$ cat src/swo_pkg.sv
// Constants shared by the sleep, watchdog and option block
package swo_pkg;
  localparam int unsigned CLK_MHZ = 100;
  localparam int unsigned WDT_TIMEOUT_MS = 12;
  localparam int unsigned WDT_TIMEOUT_CYC = WDT_TIMEOUT_MS * 1000 * CLK_MHZ;
  localparam int unsigned POR_DELAY_MS = 20;
  localparam int unsigned POR_DELAY_CYC = POR_DELAY_MS * 1000 * CLK_MHZ;
  localparam int unsigned EXTRA_XTAL_CYC = 18;
  localparam logic [15:0] STOP_RECOVERY_VECTOR = 16'h000c;
  localparam logic [7:0] OP_NOP = 8'hff;
  localparam logic [7:0] OP_STOP = 8'h6f;
  localparam logic [7:0] OP_HALT = 8'h7f;
  localparam logic [7:0] OP_WATCHDOG_REFRESH = 8'h5f;
  localparam logic [7:0] OP_HALT_WATCHDOG_ENABLE = 8'h4f;
  localparam int unsigned FLAG_Z_POS = 2;
  localparam int unsigned FLAG_S_POS = 1;
  localparam int unsigned FLAG_V_POS = 0;
  localparam int unsigned PORT2_MODE_TOP_POS = 7;
endpackage

$ cat src/swo_wdt_if.sv
// Watchdog control carrier between top and counter
`timescale 1ns/100ps
interface swo_wdt_if;
  logic run;
  logic clear;
  logic expired;
  modport ctl (output run, output clear, input expired);
  modport cnt (input run, input clear, output expired);
endinterface

$ cat src/swo_wdt_counter.sv
// Watchdog period counter
`timescale 1ns/100ps
module swo_wdt_counter #(
  parameter int unsigned TIMEOUT_CYC = swo_pkg::WDT_TIMEOUT_CYC
) (
  input wire logic ref_clk_in,
  input wire logic arst_n_in,
  swo_wdt_if.cnt wdt
);
  logic [31:0] count;

  always_ff @(posedge ref_clk_in or negedge arst_n_in) begin
    if (!arst_n_in) begin
      count <= 32'h0;
      wdt.expired <= 1'b0;
    end else if (wdt.clear) begin
      count <= 32'h0;
      wdt.expired <= 1'b0;
    end else if (wdt.run) begin
      // Pulse once at the end of a full period, then restart
      if (count >= TIMEOUT_CYC - 1) begin
        count <= 32'h0;
        wdt.expired <= 1'b1;
      end else begin
        count <= count + 32'h1;
        wdt.expired <= 1'b0;
      end
    end else begin
      wdt.expired <= 1'b0;
    end
  end
endmodule

$ cat src/swo_sleep_watchdog.sv
// Stop mode, watchdog, reset sequencing and option bits
`timescale 1ns/100ps
module swo_sleep_watchdog #(
  parameter int unsigned WDT_TIMEOUT_CYC = swo_pkg::WDT_TIMEOUT_CYC,
  parameter int unsigned POR_DELAY_CYC = swo_pkg::POR_DELAY_CYC,
  parameter int unsigned EXTRA_XTAL_CYC = swo_pkg::EXTRA_XTAL_CYC
) (
  input wire logic ref_clk_in,
  input wire logic arst_n_in,
  input wire logic op_valid_in,
  input wire logic [7:0] op_code_in,
  input wire logic port2_mode_top_in,
  input wire logic stop_recovery_pin_in,
  input wire logic low_voltage_in,
  input wire logic opt_permanent_wdt_in,
  input wire logic opt_low_noise_in,
  input wire logic opt_read_protect_in,
  input wire logic opt_latch_disable_in,
  input wire logic opt_prog_disable_in,
  input wire logic program_mode_select_in,
  input wire logic osc_in_pin_in,
  input wire logic output_enable_pin_in,
  input wire logic supply_pin_in,
  input wire logic strobe_pin_in,
  input wire logic ext_read_req_in,
  input wire logic internal_load_req_in,
  output logic core_clk_en_out,
  output logic osc_enable_out,
  output logic stopped_out,
  output logic halted_out,
  output logic core_reset_out,
  output logic port_mode_default_out,
  output logic fetch_load_out,
  output logic [15:0] fetch_addr_out,
  output logic flags_load_out,
  output logic [2:0] flags_value_out,
  output logic watchdog_enabled_out,
  output logic low_noise_out,
  output logic ext_read_grant_out,
  output logic internal_load_grant_out,
  output logic latch_enable_out,
  output logic program_mode_out,
  output logic chip_enable_out,
  output logic prog_output_enable_out,
  output logic program_strobe_out,
  output logic program_supply_out
);
  typedef enum {SWO_RUN, SWO_HALT, SWO_STOP, SWO_RESET} swo_state_e;

  swo_state_e state;
  logic wdt_on;
  logic halt_wdt;
  logic prog_locked;
  logic strap_done;
  logic [31:0] rst_count;
  logic stop_wake;
  logic div2;
  logic nop_seen;
  logic is_refresh;
  logic reset_cause;
  swo_wdt_if wdt();

  assign is_refresh = op_valid_in && op_code_in == swo_pkg::OP_WATCHDOG_REFRESH
    && state == SWO_RUN;
  assign stop_wake = state == SWO_STOP && !stop_recovery_pin_in;
  assign reset_cause = low_voltage_in || wdt.expired;

  swo_wdt_counter #(
    .TIMEOUT_CYC(WDT_TIMEOUT_CYC)
  ) u_counter (
    .ref_clk_in(ref_clk_in),
    .arst_n_in(arst_n_in),
    .wdt(wdt)
  );

  // Sleep state machine; nop before sleep is trusted to software
  always_ff @(posedge ref_clk_in or negedge arst_n_in) begin
    if (!arst_n_in) begin
      state <= SWO_RESET;
      nop_seen <= 1'b0;
    end else if (reset_cause) begin
      state <= SWO_RESET;
      nop_seen <= 1'b0;
    end else begin
      if (op_valid_in) begin
        nop_seen <= op_code_in == swo_pkg::OP_NOP;
      end
      unique case (state)
        SWO_RUN: begin
          if (op_valid_in && op_code_in == swo_pkg::OP_STOP) begin
            state <= SWO_STOP;
          end else if (op_valid_in && op_code_in == swo_pkg::OP_HALT) begin
            state <= SWO_HALT;
          end
        end
        SWO_HALT: begin
          // Interrupt wake lives elsewhere; a low stop pin also wakes it, but only while port2_mode_top_in is high
          if (!stop_recovery_pin_in && port2_mode_top_in) begin
            state <= SWO_RUN;
          end
        end
        SWO_STOP: begin
          if (stop_wake) begin
            state <= SWO_RUN;
          end
        end
        SWO_RESET: begin
          if (rst_count >= POR_DELAY_CYC + EXTRA_XTAL_CYC - 1) begin
            state <= SWO_RUN;
          end
        end
      endcase
    end
  end

  // Power-on style delay: full delay plus extra crystal cycles
  always_ff @(posedge ref_clk_in or negedge arst_n_in) begin
    if (!arst_n_in) begin
      rst_count <= 32'h0;
    end else if (reset_cause || state != SWO_RESET) begin
      rst_count <= 32'h0;
    end else begin
      rst_count <= rst_count + 32'h1;
    end
  end

  // Enable is sticky until reset
  always_ff @(posedge ref_clk_in or negedge arst_n_in) begin
    if (!arst_n_in) begin
      wdt_on <= 1'b0;
      halt_wdt <= 1'b0;
    end else if (reset_cause || state == SWO_RESET) begin
      wdt_on <= 1'b0;
      halt_wdt <= 1'b0;
    end else begin
      if (is_refresh) begin
        wdt_on <= 1'b1;
      end
      if (op_valid_in && state == SWO_RUN && wdt_on
          && op_code_in == swo_pkg::OP_HALT_WATCHDOG_ENABLE) begin
        halt_wdt <= 1'b1;
      end
    end
  end

  // Counter steering
  always_comb begin
    wdt.clear = is_refresh || state == SWO_RESET;
    if (state == SWO_RESET) begin
      wdt.run = 1'b0;
    end else if (opt_permanent_wdt_in) begin
      wdt.run = 1'b1;
    end else if (!wdt_on) begin
      wdt.run = 1'b0;
    end else begin
      unique case (state)
        SWO_STOP: wdt.run = 1'b0;
        SWO_HALT: wdt.run = halt_wdt;
        default: wdt.run = 1'b1;
      endcase
    end
  end

  // Divide-by-two enable, bypassed in low noise
  always_ff @(posedge ref_clk_in or negedge arst_n_in) begin
    if (!arst_n_in) begin
      div2 <= 1'b0;
    end else begin
      div2 <= ~div2;
    end
  end

  always_ff @(posedge ref_clk_in or negedge arst_n_in) begin
    if (!arst_n_in) begin
      core_clk_en_out <= 1'b0;
      osc_enable_out <= 1'b1;
      stopped_out <= 1'b0;
      halted_out <= 1'b0;
      core_reset_out <= 1'b1;
    end else begin
      core_clk_en_out <= state == SWO_RUN
        && (opt_low_noise_in || div2);
      osc_enable_out <= state != SWO_STOP;
      stopped_out <= state == SWO_STOP;
      halted_out <= state == SWO_HALT;
      core_reset_out <= state == SWO_RESET || reset_cause;
    end
  end

  // Recovery vector and port mode handling
  always_ff @(posedge ref_clk_in or negedge arst_n_in) begin
    if (!arst_n_in) begin
      fetch_load_out <= 1'b0;
      fetch_addr_out <= 16'h0;
      port_mode_default_out <= 1'b1;
    end else begin
      fetch_load_out <= stop_wake && !reset_cause;
      fetch_addr_out <= swo_pkg::STOP_RECOVERY_VECTOR;
      // Keeping modes avoids output glitches across stop recovery
      port_mode_default_out <= state == SWO_RESET || reset_cause;
    end
  end

  always_ff @(posedge ref_clk_in or negedge arst_n_in) begin
    if (!arst_n_in) begin
      flags_load_out <= 1'b0;
      flags_value_out <= 3'h0;
      watchdog_enabled_out <= 1'b0;
    end else begin
      flags_load_out <= is_refresh;
      flags_value_out <= 3'h4;
      // First refresh shows enabled with its flag pulse, not one cycle later
      watchdog_enabled_out <= wdt_on || is_refresh
        || (opt_permanent_wdt_in && state != SWO_RESET);
    end
  end

  // Program lock is caught once after reset release, so it acts per power cycle
  always_ff @(posedge ref_clk_in or negedge arst_n_in) begin
    if (!arst_n_in) begin
      prog_locked <= 1'b1;
      strap_done <= 1'b0;
    end else if (!strap_done) begin
      prog_locked <= opt_prog_disable_in;
      strap_done <= 1'b1;
    end
  end

  always_ff @(posedge ref_clk_in or negedge arst_n_in) begin
    if (!arst_n_in) begin
      low_noise_out <= 1'b0;
      ext_read_grant_out <= 1'b0;
      internal_load_grant_out <= 1'b0;
      latch_enable_out <= 1'b0;
      program_mode_out <= 1'b0;
      chip_enable_out <= 1'b0;
      prog_output_enable_out <= 1'b0;
      program_strobe_out <= 1'b0;
      program_supply_out <= 1'b0;
    end else begin
      low_noise_out <= opt_low_noise_in;
      ext_read_grant_out <= ext_read_req_in && !opt_read_protect_in
        && program_mode_select_in && strap_done && !prog_locked;
      internal_load_grant_out <= internal_load_req_in;
      latch_enable_out <= !opt_latch_disable_in;
      program_mode_out <= program_mode_select_in && strap_done && !prog_locked;
      // Pin remap: active-low strobes and an active-high supply seen through the programming pins
      chip_enable_out <= program_mode_select_in && strap_done && !prog_locked
        && !osc_in_pin_in;
      prog_output_enable_out <= program_mode_select_in && strap_done && !prog_locked
        && !output_enable_pin_in;
      program_strobe_out <= program_mode_select_in && strap_done && !prog_locked
        && !strobe_pin_in;
      program_supply_out <= program_mode_select_in && strap_done && !prog_locked
        && supply_pin_in;
    end
  end
endmodule

$ cat config.mk
export PLATFORM = sky130hd
export DESIGN_NAME = swo_sleep_watchdog
export DESIGN_NICKNAME = d
export VERILOG_FILES = /design/src/swo_pkg.sv /design/src/swo_wdt_if.sv /design/src/swo_wdt_counter.sv /design/src/swo_sleep_watchdog.sv
export SDC_FILE = /design/constraint.sdc
export NUM_CORES = 1
export LEC_CHECK = 0
export ABC_CLOCK_PERIOD_IN_PS = 7300
export BUFFER_PORTS_ARGS = -buffer_cell sky130_fd_sc_hd__clkbuf_2
export CAP_MARGIN = 20
export CORE_MARGIN = 2
export CORE_UTILIZATION = 54
export DETAILED_ROUTE_END_ITERATION = 8
export PLACE_DENSITY = 0.76
export SLEW_MARGIN = 20
export SYNTH_ARGS = -nofsm -noshare
export SYNTH_HDL_FRONTEND = slang
export SYNTH_HIERARCHICAL = 1
export SYNTH_SLANG_ARGS = --single-unit
export TNS_END_PERCENT = 1
$ cat constraint.sdc
create_clock -name ref_clk_in -period 7.3 [get_ports ref_clk_in]
set_clock_uncertainty 0.15 [all_clocks]
set_input_delay 0.73 -clock ref_clk_in [delete_from_list [all_inputs] [get_ports ref_clk_in]]
set_output_delay 0.73 -clock ref_clk_in [all_outputs]
set_load 0.01 [all_outputs]
-- Yosys cells after proc, flatten, opt, wreduce, memory -nomap -nowiden
Cells that the tools add are included.
- flip-flop bits (word level): 120
- RAM bits: 0
- latch bits: 0
- memories kept: 0
- input port bits: 26
- memory bits (read-only): 0
- word-level logic and storage cells: 113
- divide/modulo/power cells: 0
- add/subtract/negate cells: 2
- bitwise operators: 1
- multipliers: 0
- reduce and logical (&&, ||, !) cells: 43
- shifts and indexed selects: 0
- multiplexer cells: 22
- equal/unequal tests: 16
- magnitude comparators: 2
- operators with widths (cell ; count):
    32-bit 2-to-1 mux ; 10
    32-bit one-hot mux with 4 select lines ; 1
    32-bit by 2-bit == test with 1-bit output (second input constant) ; 3
    32-bit by 1-bit adder with 32-bit output (second input constant) ; 2
    32-bit by 3-bit == test with 1-bit output (second input constant) ; 2
    32-bit by 21-bit greater-or-equal comparator with 1-bit output (second input constant) ; 2
    32-bit logical NOT ; 2
    32-bit by 3-bit != test with 1-bit output (second input constant) ; 2
    32-bit by 1-bit == test with 1-bit output (second input constant) ; 1
    8-bit by 7-bit == test with 1-bit output (second input constant) ; 4
    1-bit logical AND ; 22
    1-bit 2-to-1 mux ; 10
    3-bit != test (second input constant) ; 3
    1-bit logical NOT ; 8
    1-bit logical OR ; 7
    2-bit nonzero test ; 3
    4-bit != test (second input constant) ; 1
    4-bit AND reduction ; 1
    1-bit one-hot mux with 2 select lines ; 1
    1-bit NOT ; 1

-- Depth between registers and ports, before layout
Gate-level depths: netlist (run 1).
- depth in word-level cells: 7
- mapped depth: 10
- mapped depth without buffers: 9

-- Hierarchy
Netlist (run 1), hierarchy kept.
- modules (own cells, without submodules) (module ; area each (sq um) ; cells an instance ; instances ; seq. area each (sq um)):
    swo_sleep_watchdog ; 2832.7 ; 299 ; 1 ; 1407.6
    swo_wdt_counter ; 1775.5 ; 190 ; 1 ; 825.8

-- Least setup slack after synthesis (run 1)
No wires, ideal clock.
- path type: input -> register
- start: in op_code_in[5]
- end: reg u_counter.count[2]
- arrival: 2270 ps
- stages on the path: 8
- path slack: 4759 ps
- library setup time: 121 ps
- data required time: 7029 ps
- cells stage by stage: or3_1 nor3_1 nand2_1 nand2_1 clkbuf_1 clkbuf_1 o31ai_1 a22o_1
- longest elaborated chain between the ends: 5
- elaborated cells on any way between the ends: 6
- classes of those cells: eq/ne (1); mux (1); reduce/logical (4)
- ends and longest elaborated chain (item ; RTL line ; RTL):
    start, declared ; swo_sleep_watchdog.sv:11 ; input wire logic [7:0] op_code_in,
    8-bit by 7-bit == test with 1-bit output * ; swo_sleep_watchdog.sv:63 ; assign is_refresh = op_valid_in && op_code_in == swo_pkg::OP_WATCHDOG_REFRESH
    1-bit logical AND * ; swo_sleep_watchdog.sv:63 ;
    1-bit logical AND * ; swo_sleep_watchdog.sv:64 ; && state == SWO_RUN;
    1-bit logical OR * ; swo_sleep_watchdog.sv:148 ; wdt.clear = is_refresh || state == SWO_RESET;
    named net wdt.clear ; swo_wdt_if.sv:5 ; logic clear;
    32-bit 2-to-1 mux / 2-bit nonzero test (equally long branches) ; - ;
    end signal, assigned ; swo_wdt_counter.sv:25 ; count <= count + 32'h1;
    end, declared ; swo_wdt_counter.sv:10 ; logic [31:0] count;
The timed path passes the listed nets; every way through them passes the cells marked *.
A chain may end at the register's enable or synchronous reset.

-- Final worst setup path (run 1)
- start: in op_code_in[7]
- end: reg u_counter.count[18]
Same word-level chain as after synthesis.

==> impl_metrics.csv, run 1 <==
group,metric,value,unit
critical_path,worstSetupPathType,"in -> reg",
critical_path,crit_path_end_kind,"flip-flop",
global_route,grt_pass1_wl,16100,um
timing,setup_tns,0,ns
clock_tree,cts.repair.resized,0,
logic_synthesis,synthTopCellsByArea,"dfrtp_1 46%, nand2_1 3.3%, buf_4 3.3%, dfstp_2 2.9%, nor3_1 2.8%",
drt,drt_wl_total,9670,um
timing,max-slew-margin-rel,40.0,%
floorplanning,die_height,96.4,um
critical_path,reg2reg_depth,7,
logic_synthesis,synth_top_cells_by_count,"84 x dfrtp_1, 41 x nand2_1, 30 x nor2_1, 26 x nor3_1, 24 x nand3_1",
placement,dp_hpwl,6740,um
pwr,vdd_ir_drop_max,0.105,mV
drt,drc,0,
critical_path,crit_arrival,3.05,ns
clock_tree,clk_pin_slew_worst_paths,0.09,ns
logic_synthesis,syn_inst,489,
critical_path,start_kind,"primary input",
pwr,power_frac_seq,51.0,%
pwr,swShare,26.9,%
timing,hold_violations,0,
placement,place_congestion,0.915,
logic_synthesis,ys_seq_area_share,48.5,%
drt,firstDrtPassIters,5,
logic_synthesis,synth_area_per_cell,9.42,um2
timing,post-route-period-util,40.6,%
global_route,grt_start_max_net_pins,49,
layout,utilization,61.1,%
clock_tree,root_buffer,"clkbuf_8",
placement,place_ws,3.99,ns
critical_path,rrSetupSlack,4.40,ns
critical_path,worst_path_most_repeated_cell,"nand2_1",
pwr,power_frac_comb,13.3,%
flow_run,cap_viol_max_count,0,
critical_path,cpPeakStageDelay,0.60,ns
pwr,leakage,2.18,nW
floorplanning,io_pins,63,
drt,drtIter0Drc,273,
clock_tree,htree_levels,3,
clock_tree,cts_hold_buf,0,
layout,drive_gt1_share,14.7,%
logic_synthesis,yosysMostFrequentCell,"dfrtp_1",
logic_synthesis,synth.top_cell.area_share,45.6,%
timing,slew_viol_final,0,
logic_synthesis,synth-edff-count,0,
floorplanning,die_area,9290,um2
timing,max_slew.worst_pin.slew,0.897,ns
pwr,pwr-share-clk,35.8,%
critical_path,slowest_stage,"nand2_1",
layout,area_growth,9.48,%
timing,finalSetupViolations,0,
global_route,first_global_vias,3447,
floorplanning,start_util,55.8,%
critical_path,crit_path_max_fanout,22,
critical_path,r2r_end,"u_counter/count[18]$_DFFE_PN0P_",
global_route,grt_overflow_total,0,
floorplanning,chipWidth,96.4,um
global_route,grt_usage,22.1,%
timing,fmax,338,MHz
logic_synthesis,synth_flop_cell,"dfrtp_1",
critical_path,worstPathCellList,"clkbuf_2, nand4b_1, nor3_1, nand2_1, nand2_1, nor2_1, buf_4, a221o_1",
drt,ant_nets,0,
floorplanning,core,8260,um2
clock_tree,post_cts_buffers,0,
drt,viasPerCell,6.02,
critical_path,cp_num_cells,8,
logic_synthesis,synth-seq-cells,89,
clock_tree,clkLatencyLatePin,0.35,ns
clock_tree,cts_buffers,9,
critical_path,required,7.39,ns
layout,fin_cells,634,
drt,vias,3815,
timing,grt_setup_unrepaired,"no",
pwr,power.density,206,nW/um2
global_route,antenna_found_initial,0,
placement,dp_cells,617,
pwr,intPower,0.000761,W
pwr,p_sw,0.000280,W
layout,diodes,0,
clock_tree,clk_path_buf_depth,2,
clock_tree,cts_tree,"done",
drt,wl_per_cell,15.3,um
floorplanning,rows,33,
layout,reg_top3,"rst_count (32), u_counter/count (32), state (2)",
critical_path,cpLargestDelayFamily,"simple AND/OR/NAND/NOR gates",
logic_synthesis,synth_area,4610,um2
logic_synthesis,synth_cell_types,55,
pwr,power,0.00104,W
logic_synthesis,synth-async-reset-ratio,100,%
logic_synthesis,yosysTopAreaCell,"dfrtp_1",
critical_path,timing.rr.start,"state[1]$_DFFE_PN1P_",
worst_hold_path,hp-class,"in -> async",
timing,fin_crit,2.96,ns
outcome,outcome,"finished clean",
placement,port_buffers,46,
clock_tree,clock_sinks,89,
critical_path,path_buf_inv,2,
layout,nets,554,
logic_synthesis,ys_warn_count,6,
timing,setup_ws,4.34,ns
## cell type report
| cell class | instances | area (um2) |
|---|---|---|
| fill | 703 | 3210 |
| multi-input combinational | 353 | 2120 |
| clock buffer | 11 | 141 |
| sequential | 89 | 2230 |
| inverter | 21 | 78.8 |
| tap | 105 | 131 |
| clock inverter | 5 | 78.8 |
| timing repair buffer | 50 | 263 |
## per-layer routing
metal | up-vias | GRT usage, % | part of all wire [%]
li1 | 1809 | - | -
met3 | 13 | 3.72 | 6.0
met2 | 130 | 34.5 | 47
met4 | 0 | 7.63 | 1.0
met1 | 1863 | 31.4 | 46
met5 | - | 0 | 0
## worst register-to-register path: stages, from the launching register on
cell and delay, ns:
dfstp_2 0.42, or3_1 0.37, nor3_1 0.20, nand2_1 0.10, nand2_1 0.60, nor2_1 0.33
buf_4 0.27, a221o_1 0.35
## power by group through the flow
stage / sequential (W) / clock, W / combinational (W)
3_5_place_dp: 0.000541 / 0 / 0.000137
2_1_floorplan: 0.000537 / 0 / 0.0000991
3_3_place_gp: 0.000540 / 0 / 0.000133
4_1_cts: 0.000531 / 0.000382 / 0.000137
5_1_grt: 0.000535 / 0.000405 / 0.000158
6_report: 0.000531 / 0.000372 / 0.000138
## through the flow
| stage | hold slack [ns] | instance area [um2] |
|---|---|---|
| after floorplan | 0.245 | 4660 |
| after global placement | 0.262 | 4820 |
| after detailed placement | 0.262 | 4820 |
| after CTS | 0.210 | 5040 |
| after global routing | 0.233 | 5040 |
| final | 0.203 | 5040 |
## cells in the final DEF, fill, tap and decap left out, types with 5 or more instances in the layout
cell type and count:
and2_1 15, nor3_1 26, a31oi_1 7, clkbuf_8 10
nand4_1 14, or4_1 14, o21ai_0 19, clkbuf_2 45
dfrtp_1 84, a21oi_1 18, conb_1 17, nor4_1 16
nand2_1 41, o31ai_1 11, mux2i_1 8, nor2_1 30
nand2b_1 12, xnor2_1 6, nand3_1 24, a221o_1 7
dfstp_2 5, buf_4 5, a22o_1 5, or3_1 14
inv_1 21
## worst max-delay path by stage
stage	from	to	slack (ns)
after floorplan	op_code_in[5]	u_counter/count[2]$_DFFE_PN0P_	4.76
after global placement	op_code_in[7]	u_counter/count[11]$_DFFE_PN0P_	4.09
after detailed placement	op_code_in[7]	u_counter/count[11]$_DFFE_PN0P_	3.99
after CTS	op_code_in[7]	u_counter/count[18]$_DFFE_PN0P_	4.38
after global routing	state[0]$_DFFE_PN1P_	u_counter/count[20]$_DFFE_PN0P_	4.20
final	op_code_in[7]	u_counter/count[18]$_DFFE_PN0P_	4.34
## cell families (layout without fill, tap and decap cells)
family | count (synthesis) | count (layout) | synth area share [%]
multiplexers | 9 | 9 | 1.98
AND/OR/NAND/NOR | 233 | 233 | 27.9
buffers and inverters | 62 | 87 | 6.92
adder cells (fa/ha/maj) | 4 | 4 | 1.09
other | 2 | 17 | 0.163
AO/OA/AOI/OAI | 81 | 81 | 11.7
XOR/XNOR | 9 | 9 | 1.71
flip-flops | 89 | 89 | 48.5
No activity file was read; power rests on OpenSTA's default activity.
==> run 2: changes to the inputs <==
--- a/config.mk
+++ b/config.mk
@@ -5,13 +5,14 @@
 export SDC_FILE = /design/constraint.sdc
 export NUM_CORES = 1
 export LEC_CHECK = 0
-export ABC_CLOCK_PERIOD_IN_PS = 7300
+export ABC_AREA = 1
+export ABC_CLOCK_PERIOD_IN_PS = 2400
 export BUFFER_PORTS_ARGS = -buffer_cell sky130_fd_sc_hd__clkbuf_2
 export CAP_MARGIN = 20
 export CORE_MARGIN = 2
-export CORE_UTILIZATION = 54
+export CORE_UTILIZATION = 53
 export DETAILED_ROUTE_END_ITERATION = 8
-export PLACE_DENSITY = 0.76
+export PLACE_DENSITY = 0.77
 export SLEW_MARGIN = 20
 export SYNTH_ARGS = -nofsm -noshare
 export SYNTH_HDL_FRONTEND = slang
==> constraint.sdc (replaced) <==
create_clock -name ref_clk_in -period 2.4 [get_ports ref_clk_in]
set_clock_uncertainty 0.15 [all_clocks]
set_input_delay 0.24 -clock ref_clk_in [delete_from_list [all_inputs] [get_ports ref_clk_in]]
set_output_delay 0.24 -clock ref_clk_in [all_outputs]
set_load 0.01 [all_outputs]
==> run 2 against run 1 <==
- area after synthesis grew 6.6%
- power grew to 3.3 times the previous value
- synthesized cell count is 30% higher
- register-to-register slack got worse by 4.2 ns
- core utilization shrank 0.32 points
- non-clock buffer count increased by 12
- critical path depth rose by 1
- global-route usage shrank 0.61 points
- wire length up 5.2%
- final cell count grew 29%
- combinational power rose to 4.6 times the previous value
- critical path type is now reg -> reg
- largest cell class unchanged
- highest routed layer unchanged
==> impl_metrics.csv, run 2 <==
group,metric,value,unit
critical_path,required,2.52,ns
floorplanning,die_height,100,um
clock_tree,clk_pin_slew_worst_paths,0.10,ns
layout,nFillCells,818,
timing,post-route-period-util,92.2,%
logic_synthesis,yosysMostFrequentCell,"nor2_1",
logic_synthesis,synth-async-reset-ratio,100,%
global_route,grt_pass1_wl,17400,um
placement,place_ws,0.136,ns
critical_path,crit_path_end_kind,"flip-flop",
logic_synthesis,ys_seq_area_share,45.5,%
timing,finalSetupViolations,0,
drt,viasPerCell,5.00,
placement,place_congestion,0.877,
drt,ant_nets,0,
layout,fin_cells,816,
drt,vias,4079,
clock_tree,cts_tree,"done",
critical_path,timing.rr.start,"state[1]$_DFFE_PN1P_",
clock_tree,root_buffer,"clkbuf_8",
floorplanning,die_area,10100,um2
worst_hold_path,hp-class,"in -> reg",
global_route,antenna_found_initial,0,
clock_tree,cts_buffers,9,
critical_path,start_kind,"flip-flop",
layout,final_cell_mix,"137 x nor2_1, 126 x nand2_1, 84 x inv_1, 84 x dfrtp_1, 45 x clkbuf_2",
critical_path,crit_end,"u_counter/count[13]$_DFFE_PN0P_",
logic_synthesis,synth_cell_types,33,
drt,firstDrtPassIters,7,
timing,grt_setup_unrepaired,"no",
logic_synthesis,synth.top_cell.area_share,42.8,%
flow_run,cap_viol_max_count,0,
drt,wl_per_cell,12.5,um
logic_synthesis,synth-seq-cells,89,
clock_tree,htree_levels,3,
logic_synthesis,synth_area_per_cell,7.70,um2
timing,setup_tns,0,ns
critical_path,path_buf_inv,1,
timing,max-slew-margin-rel,65.9,%
global_route,grt_usage,21.5,%
critical_path,worst_path_most_repeated_cell,"nor2_1",
logic_synthesis,synth_flop_cell,"dfrtp_1",
logic_synthesis,ys_warn_count,6,
critical_path,crit_arrival,2.34,ns
layout,diodes,0,
drt,drt_wl_total,10200,um
logic_synthesis,synthTopCellsByArea,"dfrtp_1 43%, nor2_1 11%, nand2_1 9.6%, inv_1 6.4%, xor2_1 4.6%",
critical_path,slowest_stage,"dfstp_2",
floorplanning,start_util,53.9,%
placement,dp_cells,787,
layout,drive_gt1_share,15.3,%
floorplanning,rows,35,
critical_path,reg2reg_depth,9,
timing,setup_ws,0.187,ns
logic_synthesis,synth_area,4910,um2
pwr,leakage,2.47,nW
logic_synthesis,synth_top_cells_by_count,"138 x nor2_1, 126 x nand2_1, 84 x dfrtp_1, 84 x inv_1, 29 x nand3_1",
critical_path,startpoint,"state[1]$_DFFE_PN1P_",
global_route,grt_overflow_total,0,
critical_path,crit_path_max_fanout,18,
global_route,first_global_vias,3895,
timing,hold_violations,0,
critical_path,worstSetupPathType,"reg -> reg",
floorplanning,core,9110,um2
critical_path,cpPeakStageDelay,0.41,ns
layout,reg_top3,"rst_count (32), u_counter/count (32), state (2)",
outcome,outcome,"finished clean",
critical_path,worstPathCellList,"nor2_1, nand2_1, nor2_1, inv_1, nand2_1, nor2_1, nor2_2, nand3_4, o21bai_1",
layout,regArea,2230,um2
layout,nets,730,
timing,fin_crit,2.21,ns
global_route,grt_start_max_net_pins,51,
layout,final_common_cell,"nor2_1",
clock_tree,post_cts_buffers,0,
pwr,power,0.00340,W
placement,port_buffers,46,
drt,drtIter0Drc,222,
clock_tree,clock_sinks,89,
timing,slew_viol_final,0,
floorplanning,io_pins,63,
critical_path,rrSetupSlack,0.19,ns
layout,area_growth,12.7,%
critical_path,cp_num_cells,9,
placement,dp_hpwl,7550,um
critical_path,cpLargestDelayFamily,"simple AND/OR/NAND/NOR gates",
clock_tree,clk_path_buf_depth,2,
logic_synthesis,yosysTopAreaCell,"dfrtp_1",
logic_synthesis,synth-edff-count,0,
logic_synthesis,syn_inst,638,
clock_tree,clkLatencyLatePin,0.35,ns
pwr,power.density,615,nW/um2
pwr,vdd_ir_drop_max,0.294,mV
critical_path,r2r_end,"u_counter/count[13]$_DFFE_PN0P_",
layout,multiInputGateArea,2220,um2
floorplanning,chipWidth,100,um
timing,max_slew.worst_pin.slew,0.512,ns
timing,fmax,452,MHz
timing,whs,0.0334,ns
drt,drc,0,
run 2: changes by cell type in the layout (fill, tap and decap cells not counted), sizes merged, moves of 13 or more:
cell,before,now
inv,21,91
nand2,41,134
and2,15,1
or4,14,0
dlygate4sd3,0,13
o21bai,0,18
xor2,3,26
or3,14,0
nor4,16,0
nor2,30,152
run 2: stage by stage:
step / util [%] / cell area [um2]
final: 60.8 / 5540
after floorplan: - / 4970
after CTS: 60.7 / 5530
after detailed placement: 57.0 / 5190
after global placement: 57.0 / 5190
after global routing: 60.8 / 5540
run 2: report_power, final:
group	switching (W)	leakage, nW	internal (W)
logic	0.000435	1.17	0.000195
clock network	0.000578	0.0971	0.000521
registers	0.0000722	1.20	0.00160
run 2: timing repair:
action,4_1_cts,5_1_grt
resized for setup,0,1
endpoints found under the setup margin,0,18
endpoints found under the hold margin,47,0
hold buffers,13,0
run 2: metal layers:
layer  wire length (um)  global-route usage, %
met5                  0                      0
met4                 46                   6.64
met3                471                   3.83
met2               5080                   35.5
met1               4580                   29.0
run 2: worst min-delay path by stage:
stage                                                  end                    from  depth (start not counted)  slack, ns
after CTS                        chip_enable_out$_DFF_PN0_  program_mode_select_in                          3       0.02
after detailed placement           rst_count[14]$_DFF_PN0_               arst_n_in                          1       0.10
final                     prog_output_enable_out$_DFF_PN0_  program_mode_select_in                          3       0.03
after floorplan                  chip_enable_out$_DFF_PN0_               arst_n_in                          0      -0.21
after global routing             chip_enable_out$_DFF_PN0_  program_mode_select_in                          3       0.05
after global placement             rst_count[18]$_DFF_PN0_               arst_n_in                          1        0.1
run 2: layout make-up:
type                       count  share of cell area, %
multi-input combinational    449                   40.1
clock inverter                 6                   1.31
sequential                    89                   40.3
timing repair buffer          62                   7.19
tap                          111                   2.51
clock buffer                  10                   2.49
inverter                      89                   6.04
run 2: cell families after synthesis:
| logic type | after synthesis | share of synthesized area, % |
|---|---|---|
| other | 2 | 0.153 |
| and+or+nand+nor | 351 | 31.4 |
| AOI/OAI and AO/OA | 47 | 6.06 |
| buffers and inverters | 115 | 10.5 |
| xor gates and xnor gates | 30 | 5.35 |
| adders and majority gates | 4 | 1.02 |
| DFF | 89 | 45.5 |
run 2: worst min-delay path: stages:
cell and delay (ns):
clkbuf_2 0.08, nand2_1 0.13, nor2_1 0.05
